$ cat config.mk
export PLATFORM = sky130hd
export DESIGN_NAME = lnb_node
export DESIGN_NICKNAME = d
export VERILOG_FILES = /design/src/hdl/lnb_pkg.sv /design/src/hdl/lnb_node.sv /design/src/hdl/lnb_msg_mem.sv
export SDC_FILE = /design/constraint.sdc
export NUM_CORES = 1
export LEC_CHECK = 0
export ABC_AREA = 1
export ABC_CLOCK_PERIOD_IN_PS = 2410
export BUFFER_PORTS_ARGS = -buffer_cell sky130_fd_sc_hd__buf_2
export CAP_MARGIN = 0
export CORE_UTILIZATION = 55
export DETAILED_ROUTE_END_ITERATION = 12
export HOLD_SLACK_MARGIN = 0.12
export PLACE_DENSITY = 0.73
export SYNTH_ARGS = -nofsm -noshare
export SYNTH_HDL_FRONTEND = slang
export SYNTH_SLANG_ARGS = --single-unit
$ cat constraint.sdc
create_clock -name clk -period 2.41 [get_ports clk]
set_clock_uncertainty 0.15 [all_clocks]
set_input_delay 0.1205 -clock clk [delete_from_list [all_inputs] [get_ports clk]]
set_output_delay 0.1205 -clock clk [all_outputs]
set_load 0.03 [all_outputs]
$ cat src/hdl/lnb_pkg.sv
package lnb_pkg;

    // Direct register selects on the register port.
    localparam logic [1:0] SEL_CONFIG = 2'h0;
    localparam logic [1:0] SEL_INDEX  = 2'h1;
    localparam logic [1:0] SEL_WINDOW = 2'h2;

    // Indirect register indexes.
    localparam logic [7:0] IDX_BUF_LAST   = 8'h07;
    localparam logic [7:0] IDX_FRAME_CTRL = 8'h08;
    localparam logic [7:0] IDX_STATUS     = 8'h09;
    localparam logic [7:0] IDX_ERROR      = 8'h0a;
    localparam logic [7:0] IDX_FRAME_SIZE = 8'h0b;
    localparam logic [7:0] IDX_DIV_LOW    = 8'h0c;
    localparam logic [7:0] IDX_SCALE      = 8'h0d;
    localparam logic [7:0] IDX_FRAME_ID   = 8'h0e;

    // Frame control bit positions.
    localparam int CTL_STOP     = 7;
    localparam int CTL_TXRX     = 5;
    localparam int CTL_DATA_ACK = 4;
    localparam int CTL_RST_INT  = 3;
    localparam int CTL_RST_ERR  = 2;
    localparam int CTL_START    = 0;

    // Status bit positions.
    localparam int STS_ACTIVE   = 7;
    localparam int STS_DATA_REQ = 4;
    localparam int STS_INT_REQ  = 3;
    localparam int STS_ERROR    = 2;
    localparam int STS_DONE     = 0;

    // Error bit positions.
    localparam int ERR_BIT    = 0;
    localparam int ERR_CKSUM  = 1;
    localparam int ERR_FRAMING = 2;

    // Timing in half bits.
    localparam logic [4:0] BREAK_HALVES  = 5'h1a;
    localparam logic [4:0] DELIM_HALVES  = 5'h02;
    localparam logic [4:0] BRK_DET_HALVES = 5'h16;
    localparam logic [4:0] BYTE_LAST_HALF = 5'h13;

    localparam logic [7:0] SYNC_BYTE  = 8'h55;
    localparam logic [3:0] LEN_FROM_ID = 4'hf;
    localparam logic [3:0] LEN_MAX     = 4'h8;

    typedef struct packed {
        logic       enable;
        logic       master;
        logic       auto_rate;
        logic [4:0] spare;
    } lnb_cfg_t;

    typedef struct packed {
        logic [1:0] prescaler;
        logic [4:0] multiplier;
        logic       div_msb;
    } lnb_scale_t;

    typedef struct packed {
        logic       enhanced;
        logic [2:0] spare;
        logic [3:0] length;
    } lnb_size_t;

    localparam lnb_cfg_t   CFG_RESET   = '0;
    localparam lnb_scale_t SCALE_RESET = '0;
    localparam lnb_size_t  SIZE_RESET  = '0;
    localparam logic [7:0] DIV_RESET   = 8'hc8;

    typedef enum logic [3:0] {
        ST_IDLE     = 4'b0000,
        ST_BREAK    = 4'b0001,
        ST_DELIM    = 4'b0011,
        ST_SYNC     = 4'b0010,
        ST_PID      = 4'b0110,
        ST_WAIT_ACK = 4'b0111,
        ST_DATA     = 4'b0101,
        ST_CKSUM    = 4'b0100
    } lnb_state_t;

endpackage

$ cat src/hdl/lnb_node.sv
module lnb_node
    import lnb_pkg::*;
(
    input  wire logic       clk,
    input  wire logic       rst,
    input  wire logic [1:0] sfr_sel,
    input  wire logic       sfr_wr,
    input  wire logic [7:0] sfr_wdata,
    output logic      [7:0] sfr_rdata,
    input  wire logic       lin_in,
    output logic            lin_out,
    output logic            lin_oe,
    output logic            lin_event
);

    function automatic logic [7:0] cks_add(input logic [7:0] a,
                                           input logic [7:0] b);
        logic [8:0] s;
        s = {1'b0, a} + {1'b0, b};
        cks_add = s[7:0] + {7'h00, s[8]};
    endfunction

    function automatic logic [7:0] pid_of(input logic [5:0] id);
        pid_of = {~(id[1] ^ id[3] ^ id[4] ^ id[5]),
                  id[0] ^ id[1] ^ id[2] ^ id[4], id};
    endfunction

    lnb_cfg_t   cfg_ff;
    lnb_scale_t scale_ff;
    lnb_size_t  size_ff;
    lnb_state_t state_ff;
    logic [7:0] index_ff;
    logic [7:0] div_low_ff;
    logic [5:0] id_ff;
    logic       txrx_ff;
    logic       data_req_ff;
    logic       int_req_ff;
    logic       done_ff;
    logic [2:0] err_ff;
    logic [7:0] rdata_ff;
    logic       rx_meta_ff;
    logic       rx_ff;
    logic       rx_prev_ff;
    logic [2:0] pre_cnt_ff;
    logic [8:0] div_cnt_ff;
    logic [4:0] mul_cnt_ff;
    logic [4:0] half_cnt_ff;
    logic       brk_seen_ff;
    logic       go_ff;
    logic       act_ff;
    logic       wait_start_ff;
    logic       send_ff;
    logic [4:0] hc_ff;
    logic [7:0] tx_byte_ff;
    logic [7:0] rx_sh_ff;
    logic       byte_done_ff;
    logic       bit_err_ff;
    logic       frm_err_ff;
    logic [2:0] idx_ff;
    logic [7:0] cks_ff;
    logic       tx_ff;
    logic       oe_ff;
    logic [7:0] mem_q;

    logic       win_wr;
    logic       ctl_wr;
    logic       half_tick;
    logic       restart;
    logic       rx_fall;
    logic       sw_side;
    logic [3:0] frame_len;
    logic [7:0] pid;
    logic       frame_end;
    logic       frame_abort;
    logic       byte_err;
    logic       tx_level;
    logic [2:0] rd_idx;
    logic       mem_wr;

    assign win_wr   = sfr_wr && (sfr_sel == SEL_WINDOW);
    assign ctl_wr   = win_wr && (index_ff == IDX_FRAME_CTRL);
    assign sw_side  = (state_ff == ST_IDLE) || (state_ff == ST_WAIT_ACK);
    assign pid      = pid_of(id_ff);
    assign byte_err = byte_done_ff && (bit_err_ff || frm_err_ff);
    assign rx_fall  = rx_prev_ff && !rx_ff;
    // The buffer read runs one byte ahead, since its data come a cycle late.
    assign rd_idx   = (state_ff == ST_DATA && byte_done_ff) ? idx_ff + 3'd1
                                                            : idx_ff;

    always_comb begin
        frame_len = size_ff.length;
        if (size_ff.length == LEN_FROM_ID) begin
            case (id_ff[5:4])
                2'h0:    frame_len = 4'h2;
                2'h1:    frame_len = 4'h2;
                2'h2:    frame_len = 4'h4;
                default: frame_len = 4'h8;
            endcase
        end else if (size_ff.length > LEN_MAX || size_ff.length == 4'h0) begin
            frame_len = LEN_MAX;
        end
    end

    ////////////////////////////////////////////////////////////////////////
    // Direct registers and the indirect configuration registers.
    ////////////////////////////////////////////////////////////////////////

    always_ff @(posedge clk) begin
        if (rst) begin
            cfg_ff   <= CFG_RESET;
            index_ff <= 8'h00;
        end else if (sfr_wr && sfr_sel == SEL_CONFIG) begin
            cfg_ff <= lnb_cfg_t'(sfr_wdata);
        end else if (sfr_wr && sfr_sel == SEL_INDEX) begin
            index_ff <= sfr_wdata;
        end
    end

    always_ff @(posedge clk) begin
        if (rst) begin
            div_low_ff <= DIV_RESET;
            scale_ff   <= SCALE_RESET;
            size_ff    <= SIZE_RESET;
            txrx_ff    <= 1'b0;
        end else if (win_wr) begin
            case (index_ff)
                IDX_DIV_LOW:    div_low_ff <= sfr_wdata;
                IDX_SCALE:      scale_ff <= lnb_scale_t'(sfr_wdata);
                IDX_FRAME_SIZE: size_ff <= lnb_size_t'(sfr_wdata);
                IDX_FRAME_CTRL: txrx_ff <= sfr_wdata[CTL_TXRX];
                default:        txrx_ff <= txrx_ff;
            endcase
        end
    end

    // In slave role the received identifier overwrites the software copy.
    always_ff @(posedge clk) begin
        if (rst) begin
            id_ff <= 6'h00;
        end else if (state_ff == ST_PID && byte_done_ff && !cfg_ff.master) begin
            id_ff <= rx_sh_ff[5:0];
        end else if (win_wr && index_ff == IDX_FRAME_ID) begin
            id_ff <= sfr_wdata[5:0];
        end
    end

    // Read data is registered: it shows the selection of the previous cycle.
    always_ff @(posedge clk) begin
        if (rst) begin
            rdata_ff <= 8'h00;
        end else if (sfr_sel == SEL_CONFIG) begin
            rdata_ff <= cfg_ff;
        end else if (sfr_sel == SEL_INDEX) begin
            rdata_ff <= index_ff;
        end else if (sfr_sel == SEL_WINDOW) begin
            if (index_ff <= IDX_BUF_LAST) begin
                rdata_ff <= mem_q;
            end else begin
                case (index_ff)
                    IDX_FRAME_CTRL: rdata_ff <= {2'b00, txrx_ff, 5'h00};
                    IDX_STATUS:     rdata_ff <= {state_ff != ST_IDLE, 2'b00,
                                                 data_req_ff, int_req_ff,
                                                 |err_ff, 1'b0, done_ff};
                    IDX_ERROR:      rdata_ff <= {5'h00, err_ff};
                    IDX_FRAME_SIZE: rdata_ff <= size_ff;
                    IDX_DIV_LOW:    rdata_ff <= div_low_ff;
                    IDX_SCALE:      rdata_ff <= scale_ff;
                    IDX_FRAME_ID:   rdata_ff <= {2'b00, id_ff};
                    default:        rdata_ff <= 8'h00;
                endcase
            end
        end else begin
            rdata_ff <= 8'h00;
        end
    end

    ////////////////////////////////////////////////////////////////////////
    // Bus input synchroniser and half bit timer.
    ////////////////////////////////////////////////////////////////////////

    always_ff @(posedge clk) begin
        if (rst) begin
            rx_meta_ff <= 1'b1;
            rx_ff      <= 1'b1;
            rx_prev_ff <= 1'b1;
        end else begin
            rx_meta_ff <= lin_in;
            rx_ff      <= rx_meta_ff;
            rx_prev_ff <= rx_ff;
        end
    end

    // A half bit is 2^pre * divider * (mul+1) clocks, so two make one bit.
    assign half_tick = (pre_cnt_ff == (3'(1 << scale_ff.prescaler) - 3'd1))
                    && (div_cnt_ff == ({scale_ff.div_msb, div_low_ff} - 9'd1))
                    && (mul_cnt_ff == scale_ff.multiplier);
    // A break restarts the timer as well, so that it lasts whole half bits.
    assign restart = go_ff || (act_ff && wait_start_ff && rx_fall)
                  || (state_ff == ST_IDLE && cfg_ff.master
                      && ctl_wr && sfr_wdata[CTL_START]);

    always_ff @(posedge clk) begin
        if (rst || restart) begin
            pre_cnt_ff <= 3'd0;
            div_cnt_ff <= 9'd0;
            mul_cnt_ff <= 5'd0;
        end else if (pre_cnt_ff != (3'(1 << scale_ff.prescaler) - 3'd1)) begin
            pre_cnt_ff <= pre_cnt_ff + 3'd1;
        end else begin
            pre_cnt_ff <= 3'd0;
            if (div_cnt_ff != ({scale_ff.div_msb, div_low_ff} - 9'd1)) begin
                div_cnt_ff <= div_cnt_ff + 9'd1;
            end else begin
                div_cnt_ff <= 9'd0;
                mul_cnt_ff <= half_tick ? 5'd0 : mul_cnt_ff + 5'd1;
            end
        end
    end

    ////////////////////////////////////////////////////////////////////////
    // Byte engine: start bit, eight data bits LSB first, stop bit.
    ////////////////////////////////////////////////////////////////////////

    always_comb begin
        tx_level = 1'b1;
        if (state_ff == ST_BREAK) begin
            tx_level = 1'b0;
        end else if (act_ff && !wait_start_ff && send_ff) begin
            if (hc_ff[4:1] == 4'd0) begin
                tx_level = 1'b0;
            end else if (hc_ff[4:1] <= 4'd8) begin
                tx_level = tx_byte_ff[3'(hc_ff[4:1] - 4'd1)];
            end
        end
    end

    always_ff @(posedge clk) begin
        if (rst) begin
            act_ff        <= 1'b0;
            wait_start_ff <= 1'b0;
            hc_ff         <= 5'd0;
            rx_sh_ff      <= 8'h00;
            byte_done_ff  <= 1'b0;
            bit_err_ff    <= 1'b0;
            frm_err_ff    <= 1'b0;
        end else begin
            byte_done_ff <= 1'b0;
            if (go_ff) begin
                act_ff        <= 1'b1;
                wait_start_ff <= !send_ff;
                hc_ff         <= 5'd0;
                bit_err_ff    <= 1'b0;
                frm_err_ff    <= 1'b0;
            end else if (frame_abort) begin
                act_ff <= 1'b0;
            end else if (act_ff && wait_start_ff) begin
                if (rx_fall) begin
                    wait_start_ff <= 1'b0;
                end
            end else if (act_ff && half_tick) begin
                hc_ff <= hc_ff + 5'd1;
                if (!hc_ff[0]) begin
                    if (hc_ff[4:1] >= 4'd1 && hc_ff[4:1] <= 4'd8) begin
                        rx_sh_ff <= {rx_ff, rx_sh_ff[7:1]};
                    end
                    if (send_ff && rx_ff != tx_ff) begin
                        bit_err_ff <= 1'b1;
                    end
                    if (hc_ff[4:1] == 4'd9 && !rx_ff) begin
                        frm_err_ff <= 1'b1;
                    end
                end
                // A received byte ends in mid stop bit, so that a start
                // bit that follows with no gap is still seen.
                if (hc_ff == BYTE_LAST_HALF
                    || (!send_ff && hc_ff == BYTE_LAST_HALF - 5'd1)) begin
                    act_ff       <= 1'b0;
                    byte_done_ff <= 1'b1;
                end
            end
        end
    end

    ////////////////////////////////////////////////////////////////////////
    // Frame sequencer.
    ////////////////////////////////////////////////////////////////////////

    assign frame_abort = !cfg_ff.enable || (ctl_wr && sfr_wdata[CTL_STOP]);
    assign frame_end   = (state_ff == ST_CKSUM) && byte_done_ff;

    always_ff @(posedge clk) begin
        if (rst || frame_abort) begin
            state_ff    <= ST_IDLE;
            go_ff       <= 1'b0;
            send_ff     <= 1'b0;
            tx_byte_ff  <= 8'hff;
            idx_ff      <= 3'd0;
            cks_ff      <= 8'h00;
            half_cnt_ff <= 5'd0;
            brk_seen_ff <= 1'b0;
        end else begin
            go_ff <= 1'b0;
            if (go_ff) begin
                case (state_ff)
                    ST_SYNC:  tx_byte_ff <= SYNC_BYTE;
                    ST_PID:   tx_byte_ff <= pid;
                    ST_DATA:  tx_byte_ff <= mem_q;
                    ST_CKSUM: tx_byte_ff <= ~cks_ff;
                    default:  tx_byte_ff <= 8'hff;
                endcase
            end
            if (byte_err) begin
                state_ff <= ST_IDLE;
            end else begin
                case (state_ff)
                    ST_IDLE: begin
                        idx_ff <= 3'd0;
                        if (cfg_ff.master) begin
                            if (ctl_wr && sfr_wdata[CTL_START]) begin
                                state_ff    <= ST_BREAK;
                                half_cnt_ff <= 5'd0;
                            end
                        end else if (rx_ff) begin
                            half_cnt_ff <= 5'd0;
                            if (brk_seen_ff) begin
                                brk_seen_ff <= 1'b0;
                                state_ff    <= ST_SYNC;
                                go_ff       <= 1'b1;
                                send_ff     <= 1'b0;
                            end
                        end else if (half_tick) begin
                            if (half_cnt_ff >= BRK_DET_HALVES) begin
                                brk_seen_ff <= 1'b1;
                            end else begin
                                half_cnt_ff <= half_cnt_ff + 5'd1;
                            end
                        end
                    end
                    ST_BREAK: begin
                        if (half_tick) begin
                            half_cnt_ff <= half_cnt_ff + 5'd1;
                            if (half_cnt_ff == BREAK_HALVES - 5'd1) begin
                                state_ff    <= ST_DELIM;
                                half_cnt_ff <= 5'd0;
                            end
                        end
                    end
                    ST_DELIM: begin
                        if (half_tick) begin
                            half_cnt_ff <= half_cnt_ff + 5'd1;
                            if (half_cnt_ff == DELIM_HALVES - 5'd1) begin
                                state_ff <= ST_SYNC;
                                go_ff    <= 1'b1;
                                send_ff  <= 1'b1;
                            end
                        end
                    end
                    ST_SYNC: begin
                        if (byte_done_ff) begin
                            state_ff <= ST_PID;
                            go_ff    <= 1'b1;
                            send_ff  <= cfg_ff.master;
                        end
                    end
                    ST_PID: begin
                        if (byte_done_ff) begin
                            cks_ff <= size_ff.enhanced ?
                                (cfg_ff.master ? pid : rx_sh_ff) : 8'h00;
                            if (cfg_ff.master) begin
                                state_ff <= ST_DATA;
                                go_ff    <= 1'b1;
                                send_ff  <= txrx_ff;
                            end else begin
                                state_ff <= ST_WAIT_ACK;
                            end
                        end
                    end
                    ST_WAIT_ACK: begin
                        if (ctl_wr && sfr_wdata[CTL_DATA_ACK]) begin
                            state_ff <= ST_DATA;
                            go_ff    <= 1'b1;
                            send_ff  <= sfr_wdata[CTL_TXRX];
                        end
                    end
                    ST_DATA: begin
                        if (byte_done_ff) begin
                            cks_ff <= cks_add(cks_ff, rx_sh_ff);
                            go_ff  <= 1'b1;
                            if ({1'b0, idx_ff} == frame_len - 4'd1) begin
                                state_ff <= ST_CKSUM;
                            end else begin
                                idx_ff <= idx_ff + 3'd1;
                            end
                        end
                    end
                    ST_CKSUM: begin
                        if (byte_done_ff) begin
                            state_ff <= ST_IDLE;
                        end
                    end
                    default: state_ff <= ST_IDLE;
                endcase
            end
        end
    end

    ////////////////////////////////////////////////////////////////////////
    // Status flags; a hardware set wins over a software clear.
    ////////////////////////////////////////////////////////////////////////

    always_ff @(posedge clk) begin
        if (rst) begin
            err_ff      <= 3'b000;
            int_req_ff  <= 1'b0;
            done_ff     <= 1'b0;
            data_req_ff <= 1'b0;
        end else begin
            if (ctl_wr && sfr_wdata[CTL_RST_ERR]) begin
                err_ff <= 3'b000;
            end
            if (ctl_wr && sfr_wdata[CTL_RST_INT]) begin
                int_req_ff <= 1'b0;
                done_ff    <= 1'b0;
            end
            if (ctl_wr && (sfr_wdata[CTL_DATA_ACK] || sfr_wdata[CTL_STOP])) begin
                data_req_ff <= 1'b0;
            end
            if (state_ff == ST_PID && byte_done_ff && !byte_err
                && !cfg_ff.master) begin
                data_req_ff <= 1'b1;
                int_req_ff  <= 1'b1;
            end
            if (byte_err) begin
                err_ff[ERR_BIT]     <= bit_err_ff;
                err_ff[ERR_FRAMING] <= frm_err_ff;
                int_req_ff          <= 1'b1;
            end
            if (frame_end && !byte_err) begin
                int_req_ff <= 1'b1;
                if (!send_ff && rx_sh_ff != ~cks_ff) begin
                    err_ff[ERR_CKSUM] <= 1'b1;
                end else begin
                    done_ff <= 1'b1;
                end
            end
        end
    end

    always_ff @(posedge clk) begin
        if (rst) begin
            tx_ff <= 1'b1;
            oe_ff <= 1'b0;
        end else begin
            tx_ff <= tx_level;
            oe_ff <= !tx_level;
        end
    end

    ////////////////////////////////////////////////////////////////////////
    // Message buffer.
    ////////////////////////////////////////////////////////////////////////

    assign mem_wr = (state_ff == ST_DATA && byte_done_ff && !send_ff)
                 || (win_wr && sw_side && index_ff <= IDX_BUF_LAST);

    lnb_msg_mem u_mem (
        .clk        (clk),
        .wr_en      (mem_wr),
        .wr_addr    (sw_side ? index_ff[2:0] : idx_ff),
        .wr_data    (sw_side ? sfr_wdata : rx_sh_ff),
        .rd_addr    (sw_side ? index_ff[2:0] : rd_idx),
        .rd_data_ff (mem_q)
    );

    assign sfr_rdata = rdata_ff;
    assign lin_out   = tx_ff;
    assign lin_oe    = oe_ff;
    assign lin_event = int_req_ff;

endmodule

$ cat src/hdl/lnb_msg_mem.sv
module lnb_msg_mem
    import lnb_pkg::*;
(
    input  wire logic       clk,
    input  wire logic       wr_en,
    input  wire logic [2:0] wr_addr,
    input  wire logic [7:0] wr_data,
    input  wire logic [2:0] rd_addr,
    output logic      [7:0] rd_data_ff
);

    logic [7:0] mem [0:7];

    always_ff @(posedge clk) begin
        if (wr_en) begin
            mem[wr_addr] <= wr_data;
        end
    end

    always_ff @(posedge clk) begin
        rd_data_ff <= mem[rd_addr];
    end

endmodule

# After elaboration in Yosys (flattened, before gate mapping)
# Memory sizes are Yosys's and may differ from the RTL's. A register that Yosys moved wholly into a read port is not among the register bits.
# Index checks and enable logic that the tools add are counted.
totals:
  regBits: 132
  ram_bits: 64
  word_cells: 341
  memories: 1
memory_table:
  columns: ["memory", "depth", "width", "rd", "rd_clocked_by_memory_dff", "write_ports", "line_no", "source"]
  rows:
  - ["u_mem.mem", 8, 8, 1, 1, 1, "lnb_msg_mem.sv:12", "logic [7:0] mem [0:7];"]
op_classes:
  add_sub_neg: 12
  n_lt_le_gt_ge: 6
  eq_ne: 54
  shift: 1
  n_mux: 105
  bitwise: 18
  n_reduce_logical: 101
op_table:
  columns: ["op", "n"]
  rows:
  - ["$mux 8", 9]
  - ["$mux 4", 16]
  - ["$eq 8x4->1 const B", 7]
  - ["$pmux 8 s7", 1]
  - ["$mux 1", 51]
  - ["$mux 5", 9]
  - ["$logic_and 1x1->1", 38]
  - ["$pmux 4 s8", 1]
  - ["$pmux 8 s4", 1]
  - ["$ne 2x2->1 const B", 13]
  - ["$mux 3", 6]
  - ["$reduce_bool 2->1", 9]
  - ["$eq 4x3->1 const B", 4]
  - ["$pmux 8 s2", 1]
  - ["$add 5x1->5 const B", 3]
  - ["$eq 5x5->1 const B", 3]
  - ["$pmux 5 s3", 1]
  - ["$reduce_and 5->1", 3]
  - ["$reduce_and 13->1", 1]
  - ["$logic_not 4->1", 3]
  - ["$mux 6", 2]
  - ["$reduce_and 2->1", 6]
  - ["$logic_or 1x1->1", 11]
  - ["$not 1->1", 11]
  - ["53 further kinds", 87]

# Longest topological paths before layout
logic_depth:
  word_depth: 10
  mapped_depth: 18
  depth_no_buf: 18

# By module
# A second synthesis with hierarchy kept.
hier_totals:
  cells_unflattened: 1503
  area_unflattened_um2: 10875.4
modules_own_cells:
  columns: ["mod", "instances", "cells_per_inst", "area_per_inst_um2", "seq_area_each_um2"]
  rows:
  - ["lnb_node", 1, 1200, 7825.0, 2622.5]
  - ["lnb_msg_mem", 1, 303, 3050.4, 2082.0]

# Worst setup path after synthesis
# No wires, ideal clock.
synth_timing:
  path_type: "register -> register"
  start: "register rx_sh_ff[0]"
  end: "register cks_ff[4]"
  arrival_time_ns: 2.376
  t_required_ns: 2.141
  path_slack_ns: -0.235
  path_stages_with_launch: 17
  path_buffers: 0
  cell_sequence: "dfxtp_1 > ha_1 > fa_1 > a21oi_1 > o21ai_0 > a21oi_1 > o21ai_0 > ha_1 > ha_1 > inv_1 > nor2_1 > inv_1 > nor2_1 > inv_1 > nand2_1 > nor3b_1 > o221a_2"
synth_via:
  elab_chain_len: 4
synth_rtl:
  columns: ["element", "line_no", "source"]
  rows:
  - ["start, declared", "lnb_node.sv:55", "logic [7:0] rx_sh_ff;"]
  - ["start signal, assigned", "lnb_node.sv:264", "rx_sh_ff <= {rx_ff, rx_sh_ff[7:1]};"]
  - ["$add 8x8->9", "lnb_node.sv:19", "s = {1'b0, a} + {1'b0, b};"]
  - ["$add 8x1->8", "lnb_node.sv:20", "cks_add = s[7:0] + {7'h00, s[8]};"]
  - ["$mux 8", "lnb_node.sv:386", "if (byte_done_ff) begin"]
  - ["$pmux 8 s2", "lnb_node.sv:315", "case (state_ff)"]
  - ["end signal, assigned", "lnb_node.sv:367", "cks_ff <= size_ff.enhanced ?"]
  - ["end signal, assigned", "lnb_node.sv:387", "cks_ff <= cks_add(cks_ff, rx_sh_ff);"]
  - ["end, declared", "lnb_node.sv:60", "logic [7:0] cks_ff;"]
# Every way passes these cells. The select of a mux whose other input is x is not followed.
# A chain may end at the register's enable or synchronous reset.

# Worst setup path after layout
layout_timing:
  start: "register rx_sh_ff[4]"
  end: "register cks_ff[6]"
# Same word-level chain as after synthesis.

==> impl_results.md <==
* Status: finished with violations
* Violations in the final reports: negative setup slack
* I/O Buffers at 24
* Post-route DRC at 0
* HPWL reported at the end of detailed placement at 21,800 um
* Max clock buf depth at 3
* Yosys reg bits at 203
* Setup violations, final at 13
* Synthesized instance count at 1,371
* Final WL at 31,400 um
* Netlist cell types at 58
* Ant. Diodes at 0
* Worst setup margin at -0.225 ns
* Die Wd at 140 um
* Reg area at 4710 sq um
* Data required time of the critical path at 2.64 ns
* Max Fclk at 0.379 GHz
* Peak supply drop at 529 uV
* GP Congestion at 0.986
* Worst-margin pin slew at 0.958 ns
* Via Count at 10,336
* # rows at 50
* Worst setup EP type: register
* DR vias/cell at 5.79
* Count of final hold-check violations at 0
* # fillers at 1,507
* Vias in the first global route at 9,423
* Hold Path Class: reg2reg
* Core box area at 18,700 sq um
* Synthesis warning total at 0
* Clock Root Buffer: clkbuf_16
* Min Tclk post-route at 2.64 ns
* CTS tree: built
* Area growth from synthesis to layout at 24.4%
* Routed wire per std cell at 17.6 um
* Layout cells sized above 1 at 21.1%
* Tot GR Track Use at 31.7%
* Critical Path AT at 2.87 ns
* Final net count at 1,573
* Initial antenna violation count at 0
* Setup CP Type: reg2reg
* Mapped Avg Cell Area at 7.68 sq um
* Clk slew on worst S/H paths at 0.06 ns
* Async S/R FF share, synth at 0%
* Total grt overflow at 0
* Clock sinks at 203
* Drt pass-1 iters at 7
* Remaining antenna violation count after routing at 0
* H-Tree Depth at 1
* Die Area at 19,700 sq um
* Starting Density at 56.3%
* Num CTS Buffers at 22
* Worst skew pair latency at 0.51 ns
* Hold_ws at 0.260 ns
* # IOs at 25
* Synth Net Count at 1,410
* Post-Syn Area at 10,500 sq um
* R2r worst-path depth at 17
* Period utilization at 109%
* Rel. slew slack at 35.4%
* Max-cap violations at 0
* Leakage Power at 5.43 nW
* PwrDens at 597 nW/um^2
* Post-layout util at 70.0%
* Setup crit start kind: register
* Ys flop type: dfxtp_1
* Tot Pwr at 7.83 mW
* Height of the die at 140 um
* Max FO, Critical Path at 2
* Post-synth EDFFs at 64
* Sequential fraction of the synthesis area at 44.7%
* RSZ-0062 raised after global routing: yes
* Hold path depth at 1
* DRT iter0 DRCs at 1,211
* Slew Limit Fails at 0
* Pre-CTS setup slack at -0.263 ns
* First-pass GRT wire length at 48,800 um
* Largest net degree at the start of global routing at 45
* Area of the multi-input gates at 5300 sq um
==> per-stage QoR <==
stage	cell area, sq um	setup TNS (ns)	cells
global placement	11600	-1.00	1703
finish	13100	-1.01	1784
floorplan	10600	-0.213	1371
CTS	12800	-0.961	1776
global route	13100	-4.11	1784
detailed placement	11600	-1.88	1703
==> placed cells by master, fill, tap and decap left out, types with 8 or more instances in the layout <==
| cell type | count |
|---|---|
| a21oi_1 | 94 |
| a31oi_1 | 11 |
| buf_2 | 24 |
| buf_4 | 121 |
| buf_6 | 9 |
| clkbuf_16 | 23 |
| dfxtp_1 | 131 |
| dfxtp_2 | 8 |
| dlygate4sd3_1 | 17 |
| edfxtp_1 | 64 |
| ha_1 | 18 |
| inv_1 | 153 |
| inv_2 | 23 |
| nand2_1 | 254 |
| nand2_2 | 18 |
| nand3_1 | 46 |
| nand3_2 | 11 |
| nand4_1 | 17 |
| nor2_1 | 160 |
| nor2_2 | 14 |
| nor2_4 | 12 |
| nor3_1 | 20 |
| o211ai_1 | 8 |
| o21ai_0 | 109 |
| o21ai_1 | 13 |
| o22ai_1 | 34 |
| xnor2_1 | 14 |
| xor2_1 | 17 |
==> synthesized netlist by cell type, types with 21 or more instances <==
library cell,count,area share [%]
o21ai_0,117,5.6
o22ai_1,34,2.0
a21oi_1,100,4.8
edfxtp_1,64,18
nand2_1,267,9.5
nor3_1,24,1.1
clkbuf_1,21,0.75
nor2_1,173,6.2
inv_1,162,5.8
ha_1,24,2.9
dfxtp_1,139,26
nand3_1,53,2.5
==> routing by layer <==
metal / global-route usage, % / vias to the layer above / wire (um)
met3: 5.91 / 92 / 3090
met5: 0 / - / 0
met2: 52.0 / 494 / 14300
li1: - / 4921 / -
met1: 42.3 / 4829 / 13000
met4: 9.95 / 0 / 1040
==> critical path, cell delays in order, from the launching register on <==
cell and delay, ns:
dfxtp_1 0.34, ha_1 0.32, nand2_1 0.07, nor3_2 0.20, a21oi_1 0.10, o21ai_1 0.09, ha_2 0.22, ha_4 0.13
inv_2 0.03, nor2_2 0.08, inv_2 0.05, nor2_2 0.10, inv_1 0.07, nor2_2 0.12, nand2_1 0.09, buf_4 0.16
o21ai_1 0.11, a31oi_1 0.09
==> power by group <==
| part | total, mW | internal (mW) | switching (mW) | leakage (nW) |
|---|---|---|---|---|
| sequential | 3.61 | 3.58 | 0.0328 | 1.71 |
| combinational | 0.559 | 0.187 | 0.372 | 3.33 |
| clock | 3.65 | 2.25 | 1.41 | 0.394 |
| total | 7.83 | 6.01 | 1.81 | 5.43 |
==> path summary, 6_finish.rpt <==
kind                       startpoint                endpoint  slack, ns
min reg2reg     rx_meta_ff$_SDFF_PP1_        rx_ff$_SDFF_PP1_       0.26
min             rx_meta_ff$_SDFF_PP1_        rx_ff$_SDFF_PP1_       0.26
max          rx_sh_ff[4]$_SDFFE_PP0P_  cks_ff[6]$_SDFFE_PP0P_      -0.23
max reg2reg  rx_sh_ff[4]$_SDFFE_PP0P_  cks_ff[6]$_SDFFE_PP0P_      -0.23
==> area by class of cell <==
| type | count | area share, % |
|---|---|---|
| clock buffer | 30 | 5.05 |
| clock inverter | 10 | 1.03 |
| inverter | 180 | 5.19 |
| multi-input combinational | 955 | 40.4 |
| sequential | 203 | 36.0 |
| tap | 234 | 2.23 |
| timing repair buffer | 172 | 10.1 |
==> timing repair <==
action / 4_1_cts / 5_1_grt
pin swaps: 20 / 32
gates resized for setup: 20 / 72
endpoints found under the hold margin: 77 / 0
hold buffers: 17 / 0
endpoints found under the setup margin: 16 / 103
cloned: 2 / 0
buffers inserted: 14 / 8
==> registers in the layout (all words and copies together), names as in the netlist, 3 cells and up <==
register,flops
cfg_ff,8
cks_ff,8
div_cnt_ff,9
div_low_ff,8
err_ff,3
half_cnt_ff,5
hc_ff,5
id_ff,6
idx_ff,3
index_ff,8
mul_cnt_ff,5
pre_cnt_ff,3
rx_sh_ff,8
scale_ff,8
sfr_rdata,8
size_ff,8
state_ff,3
tx_byte_ff,8
u_mem.mem,64
u_mem.rd_data_ff,8
==> kinds of logic after synthesis <==
group,count (synthesis),synth area share [%]
flip-flops,203,44.7
XOR/XNOR,33,3.02
AND/OR/NAND/NOR,579,24.3
AO/OA/AOI/OAI,316,17.0
buffers and inverters,215,7.97
adder cells (fa/ha/maj),25,3.04
Power figures use the tool's default switching activity.
